$ cat src/dxd_params.svh
// constants for the serial command word decoder: fields, codes, reset values
`ifndef DXD_PARAMS_SVH
`define DXD_PARAMS_SVH

// ==========================================
// command word layout
`define DXD_WORD_W 16
`define DXD_CHAN_LSB 0
`define DXD_CHAN_MSB 3
`define DXD_SUB_LSB 4
`define DXD_SUB_MSB 7
`define DXD_CODE_LSB 8
`define DXD_CODE_MSB 15
`define DXD_XPAY_LSB 4

// ==========================================
// channel field codes
`define DXD_CH_SPECIAL 4'h0
`define DXD_CH_FIRST 4'h1
`define DXD_CH_LAST 4'hC
`define DXD_CH_SHARED_FIRST 4'h5
`define DXD_CH_XOUT 4'hD
`define DXD_CH_XIN 4'hE
`define DXD_CH_DIR 4'hF

// ==========================================
// sub-codes in bits 7..4
`define DXD_SUB_LOAD 4'h0
`define DXD_SUB_HIZ 4'h1
`define DXD_SUB_ALL_LOAD 4'hC
`define DXD_SUB_ALL_HIZ 4'hD
`define DXD_SUB_RESET 4'hE

// ==========================================
// reset values
`define DXD_DAC_RST 8'h00
`define DXD_DIR_RST 12'h000
`define DXD_PAR_RST 12'h000
`define DXD_SR_RST 16'h0000

`endif

$ cat src/dxd_pkg.sv
// types shared by the command word decoder
package dxd_pkg;

   // ==========================================
   // command classes, one-hot
   typedef enum logic [4:0] {
      DXD_CMD_SPECIAL = 5'h01,
      DXD_CMD_DAC = 5'h02,
      DXD_CMD_XOUT = 5'h04,
      DXD_CMD_XIN = 5'h08,
      DXD_CMD_DIR = 5'h10
   } dxd_cmd_t;

endpackage

$ cat src/dxd_sync.sv
// two-flop synchroniser for pin inputs
`timescale 1ns/10ps
module dxd_sync #(
   parameter int W = 1,
   parameter logic [W-1:0] RST = '0
) (
   // clock and reset
   input wire logic core_clk_i,
   input wire logic resetn_i,
   // async in, synced out
   input wire logic [W-1:0] async_i,
   output logic [W-1:0] sync_o
);

   logic [W-1:0] meta_ff;
   logic [W-1:0] sync_ff;

   // first flop feeds only the second
   always_ff @(posedge core_clk_i or negedge resetn_i)
   begin
      if (!resetn_i)
      begin
         meta_ff <= RST;
         sync_ff <= RST;
      end
      else
      begin
         meta_ff <= async_i;
         sync_ff <= meta_ff;
      end
   end

   assign sync_o = sync_ff;

endmodule

$ cat src/dxd_shift.sv
// 16-bit serial shift register with parallel load and serial output latch
`timescale 1ns/10ps
`include "dxd_params.svh"
module dxd_shift (
   // clock and reset
   input wire logic core_clk_i,
   input wire logic resetn_i,
   // serial side
   input wire logic shift_en_i,
   input wire logic out_en_i,
   input wire logic sdi_i,
   output logic sdo_o,
   // parallel side
   input wire logic load_en_i,
   input wire logic [11:0] load_val_i,
   input wire logic clr_hi_i,
   output logic [15:0] word_o
);

   logic [15:0] sr_ff;
   logic [15:0] nxt_sr;
   logic sdo_ff;

   // lsb leaves first, so new bits enter at the top
   always_comb
   begin
      nxt_sr = sr_ff;
      if (shift_en_i)
         nxt_sr = {sdi_i, sr_ff[15:1]};
      if (load_en_i)
         nxt_sr[15:4] = load_val_i;
      if (clr_hi_i)
         nxt_sr[15:8] = 8'h00;
   end

   // power-on gives zero; soft reset only clears the high byte
   always_ff @(posedge core_clk_i or negedge resetn_i)
   begin
      if (!resetn_i)
         sr_ff <= `DXD_SR_RST;
      else
         sr_ff <= nxt_sr;
   end

   // serial out changes only when out_en_i is high: a falling shift clock edge or select falling
   always_ff @(posedge core_clk_i or negedge resetn_i)
   begin
      if (!resetn_i)
         sdo_ff <= 1'b0;
      else if (out_en_i)
         sdo_ff <= sr_ff[0];
   end

   assign word_o = sr_ff;
   assign sdo_o = sdo_ff;

endmodule

$ cat src/dxd_word_decoder.sv
// serial command word decoder for a twelve channel d/a converter with pin expander
//
// Functional notes
// - low nibble selects special, channel 1..12, expander out, expander in, direction
// - while select low, serial bit shifts in on each rising shift clock
// - select falling enables shifting; select rising executes the held word
// - lsb driven out on falling shift clock; serial output off while select high
// - special code 1100 loads the high byte into every d/a register
// - special code 1101 turns off analog drive on the eight shared pins
// - special code 1110 restores power-on state except output register and low shift byte; other special codes do nothing
// - channel 1..12 with code 0000 loads that channel's d/a register
// - code 0001 turns off one channel's analog drive, channels five to twelve only
// - expander out copies word bits 4..15 to pins 0..11 via output register
// - only pins marked output in the direction register are driven
// - expander in captures pins 0..11 into shift register bits 4..15
// - captured value is zero for output pins and analog driving pins
// - direction word: one makes a pin output, zero makes it input
// - at power-on channels 1..4 drive low, all expander pins are inputs
// - soft reset clears high shift byte, d/a, analog mode and direction registers only
// - direction register wins over every other setting of a pin
// - analog on/off still recorded while direction is one; restored when zero
// - d/a value write brings a tri-stated shared channel back to analog drive
`timescale 1ns/10ps
`include "dxd_params.svh"
module dxd_word_decoder #(
   parameter int NCH = 12,
   parameter int NPIN = 12
) (
   // clock and power-on reset
   input wire logic core_clk_i,
   input wire logic resetn_i,
   // serial link pins
   input wire logic sclk_i,
   input wire logic cs_n_i,
   input wire logic sdi_i,
   output logic sdo_o,
   output logic sdo_oe_o,
   // expander pins
   input wire logic [NPIN-1:0] exp_pin_i,
   output logic [NPIN-1:0] exp_pin_o,
   output logic [NPIN-1:0] exp_pin_oe_o,
   // converter side: codes of channel 1 in bits 7..0 upward, and drive enables
   output logic [NCH*8-1:0] dac_code_o,
   output logic [NCH-1:0] analog_drive_o
);

   import dxd_pkg::*;

   // ==========================================
   // decode helpers
   function automatic dxd_cmd_t classify(input logic [3:0] ch);
      dxd_cmd_t k;
      k = DXD_CMD_DAC;
      if (ch == `DXD_CH_SPECIAL)
         k = DXD_CMD_SPECIAL;
      else if (ch == `DXD_CH_XOUT)
         k = DXD_CMD_XOUT;
      else if (ch == `DXD_CH_XIN)
         k = DXD_CMD_XIN;
      else if (ch == `DXD_CH_DIR)
         k = DXD_CMD_DIR;
      return k;
   endfunction

   function automatic logic is_shared(input logic [3:0] ch);
      return (ch >= `DXD_CH_SHARED_FIRST) && (ch <= `DXD_CH_LAST);
   endfunction

   // ==========================================
   // pin synchronisers
   logic sclk_s;
   logic cs_n_s;
   logic sdi_s;
   logic [NPIN-1:0] pin_s;

   dxd_sync #(.W(3), .RST(3'h2)) u_link_sync (
      .core_clk_i(core_clk_i),
      .resetn_i(resetn_i),
      .async_i({sclk_i, cs_n_i, sdi_i}),
      .sync_o({sclk_s, cs_n_s, sdi_s})
   );

   dxd_sync #(.W(NPIN), .RST('0)) u_pin_sync (
      .core_clk_i(core_clk_i),
      .resetn_i(resetn_i),
      .async_i(exp_pin_i),
      .sync_o(pin_s)
   );

   // ==========================================
   // link edge detection
   logic sclk_d_ff;
   logic cs_n_d_ff;

   // previous synced levels; reset assumes an idle link
   always_ff @(posedge core_clk_i or negedge resetn_i)
   begin
      if (!resetn_i)
      begin
         sclk_d_ff <= 1'b0;
         cs_n_d_ff <= 1'b1;
      end
      else
      begin
         sclk_d_ff <= sclk_s;
         cs_n_d_ff <= cs_n_s;
      end
   end

   wire sclk_rise = sclk_s & ~sclk_d_ff;
   wire sclk_fall = ~sclk_s & sclk_d_ff;
   wire cs_fall = ~cs_n_s & cs_n_d_ff;
   wire cs_rise = cs_n_s & ~cs_n_d_ff;
   wire shift_en = sclk_rise & ~cs_n_s;
   wire out_en = (sclk_fall & ~cs_n_s) | cs_fall;

   // ==========================================
   // shift register
   logic [15:0] word;
   logic [NPIN-1:0] cap_val;
   logic cap_en;
   logic soft_rst;

   dxd_shift u_shift (
      .core_clk_i(core_clk_i),
      .resetn_i(resetn_i),
      .shift_en_i(shift_en),
      .out_en_i(out_en),
      .sdi_i(sdi_s),
      .sdo_o(sdo_o),
      .load_en_i(cap_en),
      .load_val_i(cap_val),
      .clr_hi_i(soft_rst),
      .word_o(word)
   );

   // serial output only while selected
   assign sdo_oe_o = ~cs_n_s;

   // ==========================================
   // command decode, acted on at select rising
   wire [3:0] chan = word[`DXD_CHAN_MSB:`DXD_CHAN_LSB];
   wire [3:0] sub = word[`DXD_SUB_MSB:`DXD_SUB_LSB];
   wire [7:0] code = word[`DXD_CODE_MSB:`DXD_CODE_LSB];
   wire [NPIN-1:0] xpay = word[`DXD_CODE_MSB:`DXD_XPAY_LSB];
   dxd_cmd_t kind;
   assign kind = classify(chan);
   wire exec = cs_rise;

   logic all_load;
   logic all_hiz;
   logic dac_load;
   logic ch_hiz;
   logic xout_wr;
   logic dir_wr;

   // one strobe per action; unlisted codes raise none
   always_comb
   begin
      all_load = 1'b0;
      all_hiz = 1'b0;
      soft_rst = 1'b0;
      dac_load = 1'b0;
      ch_hiz = 1'b0;
      xout_wr = 1'b0;
      cap_en = 1'b0;
      dir_wr = 1'b0;
      if (exec)
      begin
         unique case (kind)
            DXD_CMD_SPECIAL:
            begin
               all_load = (sub == `DXD_SUB_ALL_LOAD);
               all_hiz = (sub == `DXD_SUB_ALL_HIZ);
               soft_rst = (sub == `DXD_SUB_RESET);
            end
            DXD_CMD_DAC:
            begin
               dac_load = (sub == `DXD_SUB_LOAD);
               ch_hiz = (sub == `DXD_SUB_HIZ) && is_shared(chan);
            end
            DXD_CMD_XOUT: xout_wr = 1'b1;
            DXD_CMD_XIN: cap_en = 1'b1;
            DXD_CMD_DIR: dir_wr = 1'b1;
         endcase
      end
   end

   // ==========================================
   // d/a registers
   logic [7:0] dac_ff [NCH];

   genvar gi;
   generate
      for (gi = 0; gi < NCH; gi++)
      begin : g_dac
         wire hit = dac_load && (chan == 4'(gi + 1));
         // cleared at power-on and by soft reset, so channels 1..4 sit low
         always_ff @(posedge core_clk_i or negedge resetn_i)
         begin
            if (!resetn_i)
               dac_ff[gi] <= `DXD_DAC_RST;
            else if (soft_rst)
               dac_ff[gi] <= `DXD_DAC_RST;
            else if (all_load)
               dac_ff[gi] <= code;
            else if (hit)
               dac_ff[gi] <= code;
         end
         assign dac_code_o[gi*8 +: 8] = dac_ff[gi];
      end
   endgenerate

   // ==========================================
   // shared pin analog mode, indexed by pin 4..11 as bit 0..7
   logic [7:0] ana_en_ff;
   logic [7:0] nxt_ana_en;

   // pin k+4 carries channel 12-k; kept apart from direction so it survives
   always_comb
   begin
      nxt_ana_en = ana_en_ff;
      for (int k = 0; k < 8; k++)
      begin
         if (dac_load && (chan == 4'(12 - k)))
            nxt_ana_en[k] = 1'b1;
         if (ch_hiz && (chan == 4'(12 - k)))
            nxt_ana_en[k] = 1'b0;
      end
      if (all_load)
         nxt_ana_en = 8'hFF;
      if (all_hiz || soft_rst)
         nxt_ana_en = 8'h00;
   end

   always_ff @(posedge core_clk_i or negedge resetn_i)
   begin
      if (!resetn_i)
         ana_en_ff <= 8'h00;
      else
         ana_en_ff <= nxt_ana_en;
   end

   // ==========================================
   // direction and parallel output registers
   logic [NPIN-1:0] dir_ff;
   logic [NPIN-1:0] par_ff;

   always_ff @(posedge core_clk_i or negedge resetn_i)
   begin
      if (!resetn_i)
         dir_ff <= `DXD_DIR_RST;
      else if (soft_rst)
         dir_ff <= `DXD_DIR_RST;
      else if (dir_wr)
         dir_ff <= xpay;
   end

   // soft reset leaves this register alone on purpose
   always_ff @(posedge core_clk_i or negedge resetn_i)
   begin
      if (!resetn_i)
         par_ff <= `DXD_PAR_RST;
      else if (xout_wr)
         par_ff <= xpay;
   end

   // ==========================================
   // pin resolution; direction has the last word
   wire [NPIN-1:0] ana_pin = {ana_en_ff & ~dir_ff[11:4], 4'h0};
   assign exp_pin_o = par_ff;
   assign exp_pin_oe_o = dir_ff;

   // zero for output pins and analog pins; host drops the low nibble
   assign cap_val = pin_s & ~dir_ff & ~ana_pin;

   // channels 1..4 always drive, shared ones per mode and direction
   generate
      for (gi = 0; gi < NCH; gi++)
      begin : g_drive
         if (gi < 4)
         begin : g_fixed
            assign analog_drive_o[gi] = 1'b1;
         end
         else
         begin : g_shared
            assign analog_drive_o[gi] = ana_pin[15 - gi];
         end
      end
   endgenerate

   // ==========================================
   // checks
   AST_SDO_LSB: assert property (@(posedge core_clk_i) disable iff (!resetn_i)
      (sclk_fall && !cs_n_s) |=> (sdo_o == $past(word[0])))
      else $error("serial output missed the shift register lsb");
   AST_ONE_LOAD: assert property (@(posedge core_clk_i) disable iff (!resetn_i)
      (dac_load && chan == 4'h5) |=> (dac_code_o[39:32] == $past(code)))
      else $error("channel load did not store the code");
   AST_ALL_LOAD: assert property (@(posedge core_clk_i) disable iff (!resetn_i)
      all_load |=> (dac_code_o[7:0] == $past(code)) && (dac_code_o[95:88] == $past(code)))
      else $error("broadcast load missed a channel");
   AST_SHARED_OFF: assert property (@(posedge core_clk_i) disable iff (!resetn_i)
      all_hiz |=> (analog_drive_o[11:4] == 8'h00) && (analog_drive_o[3:0] == 4'hF))
      else $error("shared analog drive still on");
   AST_SOFT_RST: assert property (@(posedge core_clk_i) disable iff (!resetn_i)
      soft_rst |=> (exp_pin_oe_o == 12'h000) && (dac_code_o == '0) && $stable(exp_pin_o))
      else $error("soft reset state wrong");
   AST_XOUT: assert property (@(posedge core_clk_i) disable iff (!resetn_i)
      xout_wr |=> (exp_pin_o == $past(xpay)))
      else $error("expander output not transferred");
   AST_DIR_WINS: assert property (@(posedge core_clk_i) disable iff (!resetn_i)
      exp_pin_oe_o[11] |-> !analog_drive_o[4])
      else $error("pin driven both digital and analog");
   AST_DIR_WR: assert property (@(posedge core_clk_i) disable iff (!resetn_i)
      dir_wr |=> (exp_pin_oe_o == $past(xpay)))
      else $error("direction write lost");
   AST_CAPTURE: assert property (@(posedge core_clk_i) disable iff (!resetn_i)
      cap_en |=> ((word[15:4] & $past(exp_pin_oe_o)) == 12'h000))
      else $error("output pin captured as nonzero");
   AST_IGNORE: assert property (@(posedge core_clk_i) disable iff (!resetn_i)
      (exec && kind == DXD_CMD_SPECIAL && sub != 4'hC && sub != 4'hD && sub != 4'hE)
      |=> $stable(dac_code_o) && $stable(analog_drive_o) && $stable(exp_pin_oe_o))
      else $error("don't care code changed state");
   AST_REDRIVE: assert property (@(posedge core_clk_i) disable iff (!resetn_i)
      (dac_load && chan == 4'h5 && !exp_pin_oe_o[11]) |=> analog_drive_o[4])
      else $error("value write did not restore analog drive");
   AST_CH_OFF: assert property (@(posedge core_clk_i) disable iff (!resetn_i)
      (ch_hiz && chan == 4'h5) |=> !analog_drive_o[4] ##1 !analog_drive_o[4])
      else $error("single channel tri-state failed");

endmodule

$ cat config.mk
export PLATFORM = sky130hd
export DESIGN_NAME = dxd_word_decoder
export DESIGN_NICKNAME = d
export VERILOG_FILES = /design/src/dxd_pkg.sv /design/src/dxd_sync.sv /design/src/dxd_shift.sv /design/src/dxd_word_decoder.sv
export VERILOG_INCLUDE_DIRS = /design/src
export SDC_FILE = /design/constraint.sdc
export NUM_CORES = 1
export LEC_CHECK = 0
export BUFFER_PORTS_ARGS = -buffer_cell sky130_fd_sc_hd__buf_2
export CAP_MARGIN = 10
export CELL_PAD_IN_SITES_DETAIL_PLACEMENT = 0
export CELL_PAD_IN_SITES_GLOBAL_PLACEMENT = 1
export CORE_ASPECT_RATIO = 1.5
export CORE_MARGIN = 3
export CORE_UTILIZATION = 30
export CTS_BUF_LIST = sky130_fd_sc_hd__clkbuf_4 sky130_fd_sc_hd__clkbuf_8
export DETAILED_ROUTE_END_ITERATION = 7
export GPL_ROUTABILITY_DRIVEN = 0
export PLACE_DENSITY = 0.65
export SYNTH_ARGS = -nofsm -noshare
export SYNTH_HDL_FRONTEND = slang
export SYNTH_HIERARCHICAL = 1
export SYNTH_SLANG_ARGS = --single-unit
$ cat constraint.sdc
create_clock -name core_clk_i -period 2.75 [get_ports core_clk_i]
set_clock_uncertainty 0.15 [all_clocks]
set_input_delay 0.275 -clock core_clk_i [delete_from_list [all_inputs] [get_ports core_clk_i]]
set_output_delay 0.275 -clock core_clk_i [all_outputs]
set_load 0.01 [all_outputs]
==> results of run 1 <==
## area by class of cell
cell class,instances,area (um2)
Inverter,5,18.8
Clock buffer,20,263
Multi-Input combinational cell,269,2400
Sequential cell,177,4430
Clock inverter,12,135
Timing Repair Buffer,179,1050
Fill cell,2219,14000
Tap cell,276,345
## kinds of logic after synthesis
family / after synthesis / synth area share [%]
DFF: 177 / 63.3
muxes: 136 / 21.5
and+or+nand+nor: 93 / 7.85
AOI/OAI and AO/OA: 35 / 4.63
buffers and inverters: 35 / 2.57
xor gates and xnor gates: 1 / 0.125
other: 1 / 0.0536
## state kept, by name, summed over array words and instances, names as in the netlist
signal,cells
exp_pin_o,12
exp_pin_oe_o,12
u_shift/word_o,16
dac_code_o,96
u_pin_sync/sync_o,12
u_link_sync/sync_o,3
u_shift/sdo_o,1
cs_n_d_ff,1
sclk_d_ff,1
u_link_sync/meta_ff,3
u_pin_sync/meta_ff,12
ana_en_ff,8
## layout by cell type (no fill, tap or decap), drive strengths merged, types with 8 or more instances in the layout
master and count:
a211oi 8, dlygate4sd3 16, mux2i 23, buf 163, dfrtp 174, nor2b 21
clkbuf 20, nand2 11, nor2 19, and2 8, nor3b 8, o21ai 13
mux2 113
## layer usage
metal	global-route usage, %	up-vias	routed length [um]
li1	-	2029	-
met2	25.1	132	9430
met1	18.5	2312	7530
met3	4.38	25	1050
met5	0	-	0
met4	5.23	0	389
## Yosys cell counts, drive strengths merged, types with 6 or more instances
cell type	instances	area, um2
o221a	6	67.6
and2	8	50.1
nor2	19	71.3
mux2i	23	230
dfrtp	174	4350
o21ai	13	114
nand2	11	41.3
clkbuf	15	56.3
mux2	113	1270
nor3b	8	60.1
a211oi	8	60.1
buf	15	105
nor2b	21	131
## through the flow
step / utilization (%) / worst slack [ns] / cell area, um2 / cells / total power (W)
after floorplan: - / 0.474 / 7010 / 481 / 0.00312
after global placement: 35.7 / 0.256 / 8090 / 890 / 0.00342
after detailed placement: 35.7 / 0.178 / 8090 / 890 / 0.00344
after CTS: 38.2 / 0.168 / 8650 / 938 / 0.00528
after global routing: 38.2 / 0.000669 / 8650 / 938 / 0.00544
final: 38.2 / 0.163 / 8650 / 938 / 0.00519
## worst min-delay path by stage
stage	start	to	slack, ns	cells after the start
global placement	u_pin_sync/meta_ff[8]	u_pin_sync/sync_o[8]	0.19	0
global route	u_link_sync/meta_ff[1]	u_link_sync/sync_o[1]	0.21	0
finish	u_link_sync/meta_ff[2]	u_link_sync/sync_o[2]	0.20	0
detailed placement	u_pin_sync/meta_ff[5]	u_pin_sync/sync_o[5]	0.18	0
floorplan	resetn_i	ana_en_ff[0]	-0.17	0
CTS	u_pin_sync/meta_ff[5]	u_pin_sync/sync_o[5]	0.20	0
## where the power goes
| group | switching (W) | internal (W) | total [W] | leakage, nW |
|---|---|---|---|---|
| clock | 0.000956 | 0.000854 | 0.00181 | 0.192 |
| sequential | 0.000124 | 0.00270 | 0.00282 | 2.38 |
| combinational | 0.000396 | 0.000169 | 0.000565 | 1.95 |
| total | 0.00148 | 0.00372 | 0.00519 | 4.53 |
## worst max-delay path, cell delays in order (launching register included)
cell	delay, ns
dfstp_2	0.64
and4b_1	0.34
nand4b_1	0.38
and2_1	0.57
mux2_2	0.39
==> results.sh, run 1 <==
export IMPL_rsz0062_at_grt="no"
export IMPL_drc=0
export IMPL_finalHoldViolCount=0
export IMPL_clockBufferDepth=2
export IMPL_cp_start_kind="register"
export IMPL_area_growth_synth_to_final_pct=23.5
export IMPL_synth_ff_type="dfrtp_1"
export IMPL_setup_tns_ns=0
export IMPL_hold_ws_ns=0.203
export IMPL_drv_cap=0
export IMPL_hold_class="register to register"
export IMPL_grt_max_degree=71
export IMPL_ys_seq_area_share_pct=63.3
export IMPL_coreArea_um2=22600
export IMPL_cts_made_buffers=17
export IMPL_async_reset_ff_share_pct=100
export IMPL_synth_distinct_cells=44
export IMPL_vias_per_cell=4.80
export IMPL_startpoint="u_link_sync/sync_o[1]"
export IMPL_die_w_um=131
export IMPL_htree_levels=4
export IMPL_drt_initial_drc_count=201
export IMPL_design_die_area_um2=25200
export IMPL_setup_viol=0
export IMPL_reg2reg_slack_ns=0.16
export IMPL_reg2reg_to="dac_code_o[81]"
export IMPL_synth_area_per_cell_um2=14.6
export IMPL_antenna_found_initial=0
export IMPL_clkSlewWorstSetupHoldPaths_ns=0.09
export IMPL_max_freq_mhz=387
export IMPL_synth_seq_cells=177
export IMPL_fin_nets=666
export IMPL_grt_pass1_wl_mm=28.4
export IMPL_synth_edff_count=0
export IMPL_grt_util_all_layers_pct=15.0
export IMPL_required_ns=2.94
export IMPL_r2r_start="u_link_sync/sync_o[1]"
export IMPL_worstSetupEndpointType="register"
export IMPL_diodes=0
export IMPL_initial_core_util_pct=30.9
export IMPL_fin_crit_sh_pct=94.1
export IMPL_crit_end="dac_code_o[81]"
export IMPL_root_buffer="clkbuf_8"
export IMPL_dr_pass1_iters=4
export IMPL_critPathKind="register to register"
export IMPL_dr_total_vias=4498
export IMPL_worstMarginPinSlew_ns=0.759
export IMPL_max_slew_margin_pct=49.4
export IMPL_irDropWorstVdd_mv=0.378
export IMPL_layout_drive_gt1_share_pct=49.8
export IMPL_synth_cell_area_um2=7000
export IMPL_synth_warning_count=6
export IMPL_grt_pass1_vias=4738
export IMPL_fp_row_count=67
export IMPL_dp_hpwl_mm=13.0
export IMPL_cts_resized=0
export IMPL_cp_max_fo=12
export IMPL_arrival_ns=2.78
export IMPL_postCtsSetupRepairBufs=0
export IMPL_grt_ovfl_total=0
export IMPL_clock_latency_ns=0.46
export IMPL_power_density_nw_per_um2=601
export IMPL_port_buffers=146
export IMPL_cts_tree="yes"
export IMPL_period_minus_slack_ns=2.59
export IMPL_postSynthCellCount=478
export IMPL_cts_hold_buf=16
export IMPL_routed_wl_mm=18.4
export IMPL_die_h_um=193
export IMPL_wl_per_cell_um=19.6
export IMPL_drtAntennaViolNets=0
export IMPL_ioPinCount=151
export IMPL_cts_num_sinks=177
export IMPL_drv_slew=0
export IMPL_r2r_cells=4
export IMPL_p_leak_nw=4.53
export IMPL_outcome="complete, no violations"
Note: power is estimated with default switching activity, not from simulation.
==> run 2, diff against run 1 <==
==> constraint.sdc (replaced) <==
create_clock -name core_clk_i -period 3.26 [get_ports core_clk_i]
set_clock_uncertainty 0.15 [all_clocks]
set_input_delay 0.326 -clock core_clk_i [delete_from_list [all_inputs] [get_ports core_clk_i]]
set_output_delay 0.326 -clock core_clk_i [all_outputs]
set_load 0.01 [all_outputs]
==> results.sh, run 2 (same netlist as run 1, synthesis figures left out) <==
export IMPL_outcome="complete, no violations"
export IMPL_antenna_found_initial=0
export IMPL_root_buffer="clkbuf_8"
export IMPL_fin_crit_sh_pct=86.2
export IMPL_layout_drive_gt1_share_pct=49.0
export IMPL_layout_setup_ws_ns=0.450
export IMPL_wl_per_cell_um=19.9
export IMPL_dpl_instance_area_um2=8010
export IMPL_design_die_area_um2=25200
export IMPL_dr_total_vias=4430
export IMPL_clockPowerShare_pct=35.3
export IMPL_clkSlewWorstSetupHoldPaths_ns=0.10
export IMPL_p_int_w=0.00314
export IMPL_fp_row_count=67
export IMPL_drtAntennaViolNets=0
export IMPL_max_slew_margin_pct=38.1
export IMPL_clock_latency_ns=0.47
export IMPL_arrival_ns=3.01
export IMPL_ioPinCount=151
export IMPL_largest_reg_flops=96
export IMPL_cts_hold_buf=16
export IMPL_power_density_nw_per_um2=515
export IMPL_grt_pass1_wl_mm=28.5
export IMPL_worstMarginPinSlew_ns=0.922
export IMPL_htree_levels=4
export IMPL_routed_wl_mm=18.4
export IMPL_irDropWorstVdd_mv=0.271
export IMPL_required_ns=3.46
export IMPL_cp_start_kind="register"
export IMPL_slowest_stage="nand3b_1"
export IMPL_diodes=0
export IMPL_hold_class="register to register"
export IMPL_cts_num_sinks=177
export IMPL_worst_path_buf_inv=0
export IMPL_drt_initial_drc_count=146
export IMPL_final_common_cell="dfrtp_1"
export IMPL_sw_frac_of_total_pct=29.0
export IMPL_grt_ovfl_total=0
export IMPL_die_h_um=193
export IMPL_initial_core_util_pct=30.9
export IMPL_path_cells="nor4_1, nand3b_1, o21ai_2, mux2_2"
export IMPL_fin_nets=655
export IMPL_p_leak_nw=4.48
export IMPL_p_total_w=0.00442
export IMPL_rsz0062_at_grt="no"
export IMPL_p_switching_w=0.00128
export IMPL_die_w_um=131
export IMPL_cts_tree="yes"
export IMPL_period_minus_slack_ns=2.81
export IMPL_setup_tns_ns=0
export IMPL_crit_family="simple AND/OR/NAND/NOR gates"
export IMPL_setup_viol=0
export IMPL_cts_made_buffers=17
export IMPL_cp_max_fo=15
export IMPL_critPathKind="register to register"
export IMPL_drv_slew=0
export IMPL_postCtsSetupRepairBufs=0
export IMPL_max_stage_delay_ns=0.60
export IMPL_finalHoldViolCount=0
export IMPL_grt_pass1_vias=4852
export IMPL_design_area_um2=8570
export IMPL_final_cell_mix="dfrtp_1 (174), buf_2 (145), mux2_2 (113)"
export IMPL_dr_pass1_iters=4
export IMPL_dp_hpwl_mm=13.1
export IMPL_max_freq_mhz=356
export IMPL_pwr_share_comb_pct=10.7
export IMPL_port_buffers=146
export IMPL_vias_per_cell=4.78
export IMPL_drv_cap=0
export IMPL_worstSetupEndpointType="register"
export IMPL_area_growth_synth_to_final_pct=22.5
export IMPL_place_ws_ns=0.525
export IMPL_cts_resized=0
export IMPL_coreArea_um2=22600
export IMPL_clockBufferDepth=2
export IMPL_grt_max_degree=97
export IMPL_hold_ws_ns=0.207
export IMPL_p_seq_share_pct=54.0
export IMPL_drc=0
export IMPL_grt_util_all_layers_pct=15.1
## run 2: layout make-up
cell class	count	area [um2]
Multi-Input combinational cell	269	2400
Tap cell	276	345
Sequential cell	177	4430
Clock inverter	13	150
Inverter	5	18.8
Clock buffer	19	255
Timing Repair Buffer	168	967
Fill cell	2200	14100
## run 2: final timing paths
path	from	to	slack, ns	depth (start not counted)
worst max-delay path	u_shift/word_o[2]	dac_code_o[50]	0.45	4
worst min-delay path	u_link_sync/meta_ff[0]	u_link_sync/sync_o[0]	0.21	0
worst max register to register	u_shift/word_o[2]	dac_code_o[50]	0.45	4
worst min register to register	u_link_sync/meta_ff[0]	u_link_sync/sync_o[0]	0.21	0
max in group asynchronous	resetn_i	cs_n_d_ff	1.74	3
min in group asynchronous	resetn_i	exp_pin_o[5]	0.37	2
## run 2: per-layer routing
metal  GRT usage, %  up-vias  part of all wire [%]
met5              0        -                     0
met4           5.50        0                   2.1
li1               -     2003                     -
met3           3.39       22                   4.6
met2           25.2      137                    51
met1           19.0     2268                    42
## run 2: metrics by stage
step / utilization [%] / instances
detailed placement: 35.4 / 879
CTS: 37.9 / 927
global route: 37.9 / 927
floorplan: - / 481
finish: 37.9 / 927
global placement: 35.4 / 879
## run 2: power by group through the flow
stage | Sequential (W) | Combinational [W] | Clock, W
detailed placement | 0.00243 | 0.000473 | 0
CTS | 0.00239 | 0.000489 | 0.00163
global route | 0.00240 | 0.000520 | 0.00171
finish | 0.00238 | 0.000474 | 0.00156
floorplan | 0.00238 | 0.000250 | 0
global placement | 0.00243 | 0.000468 | 0
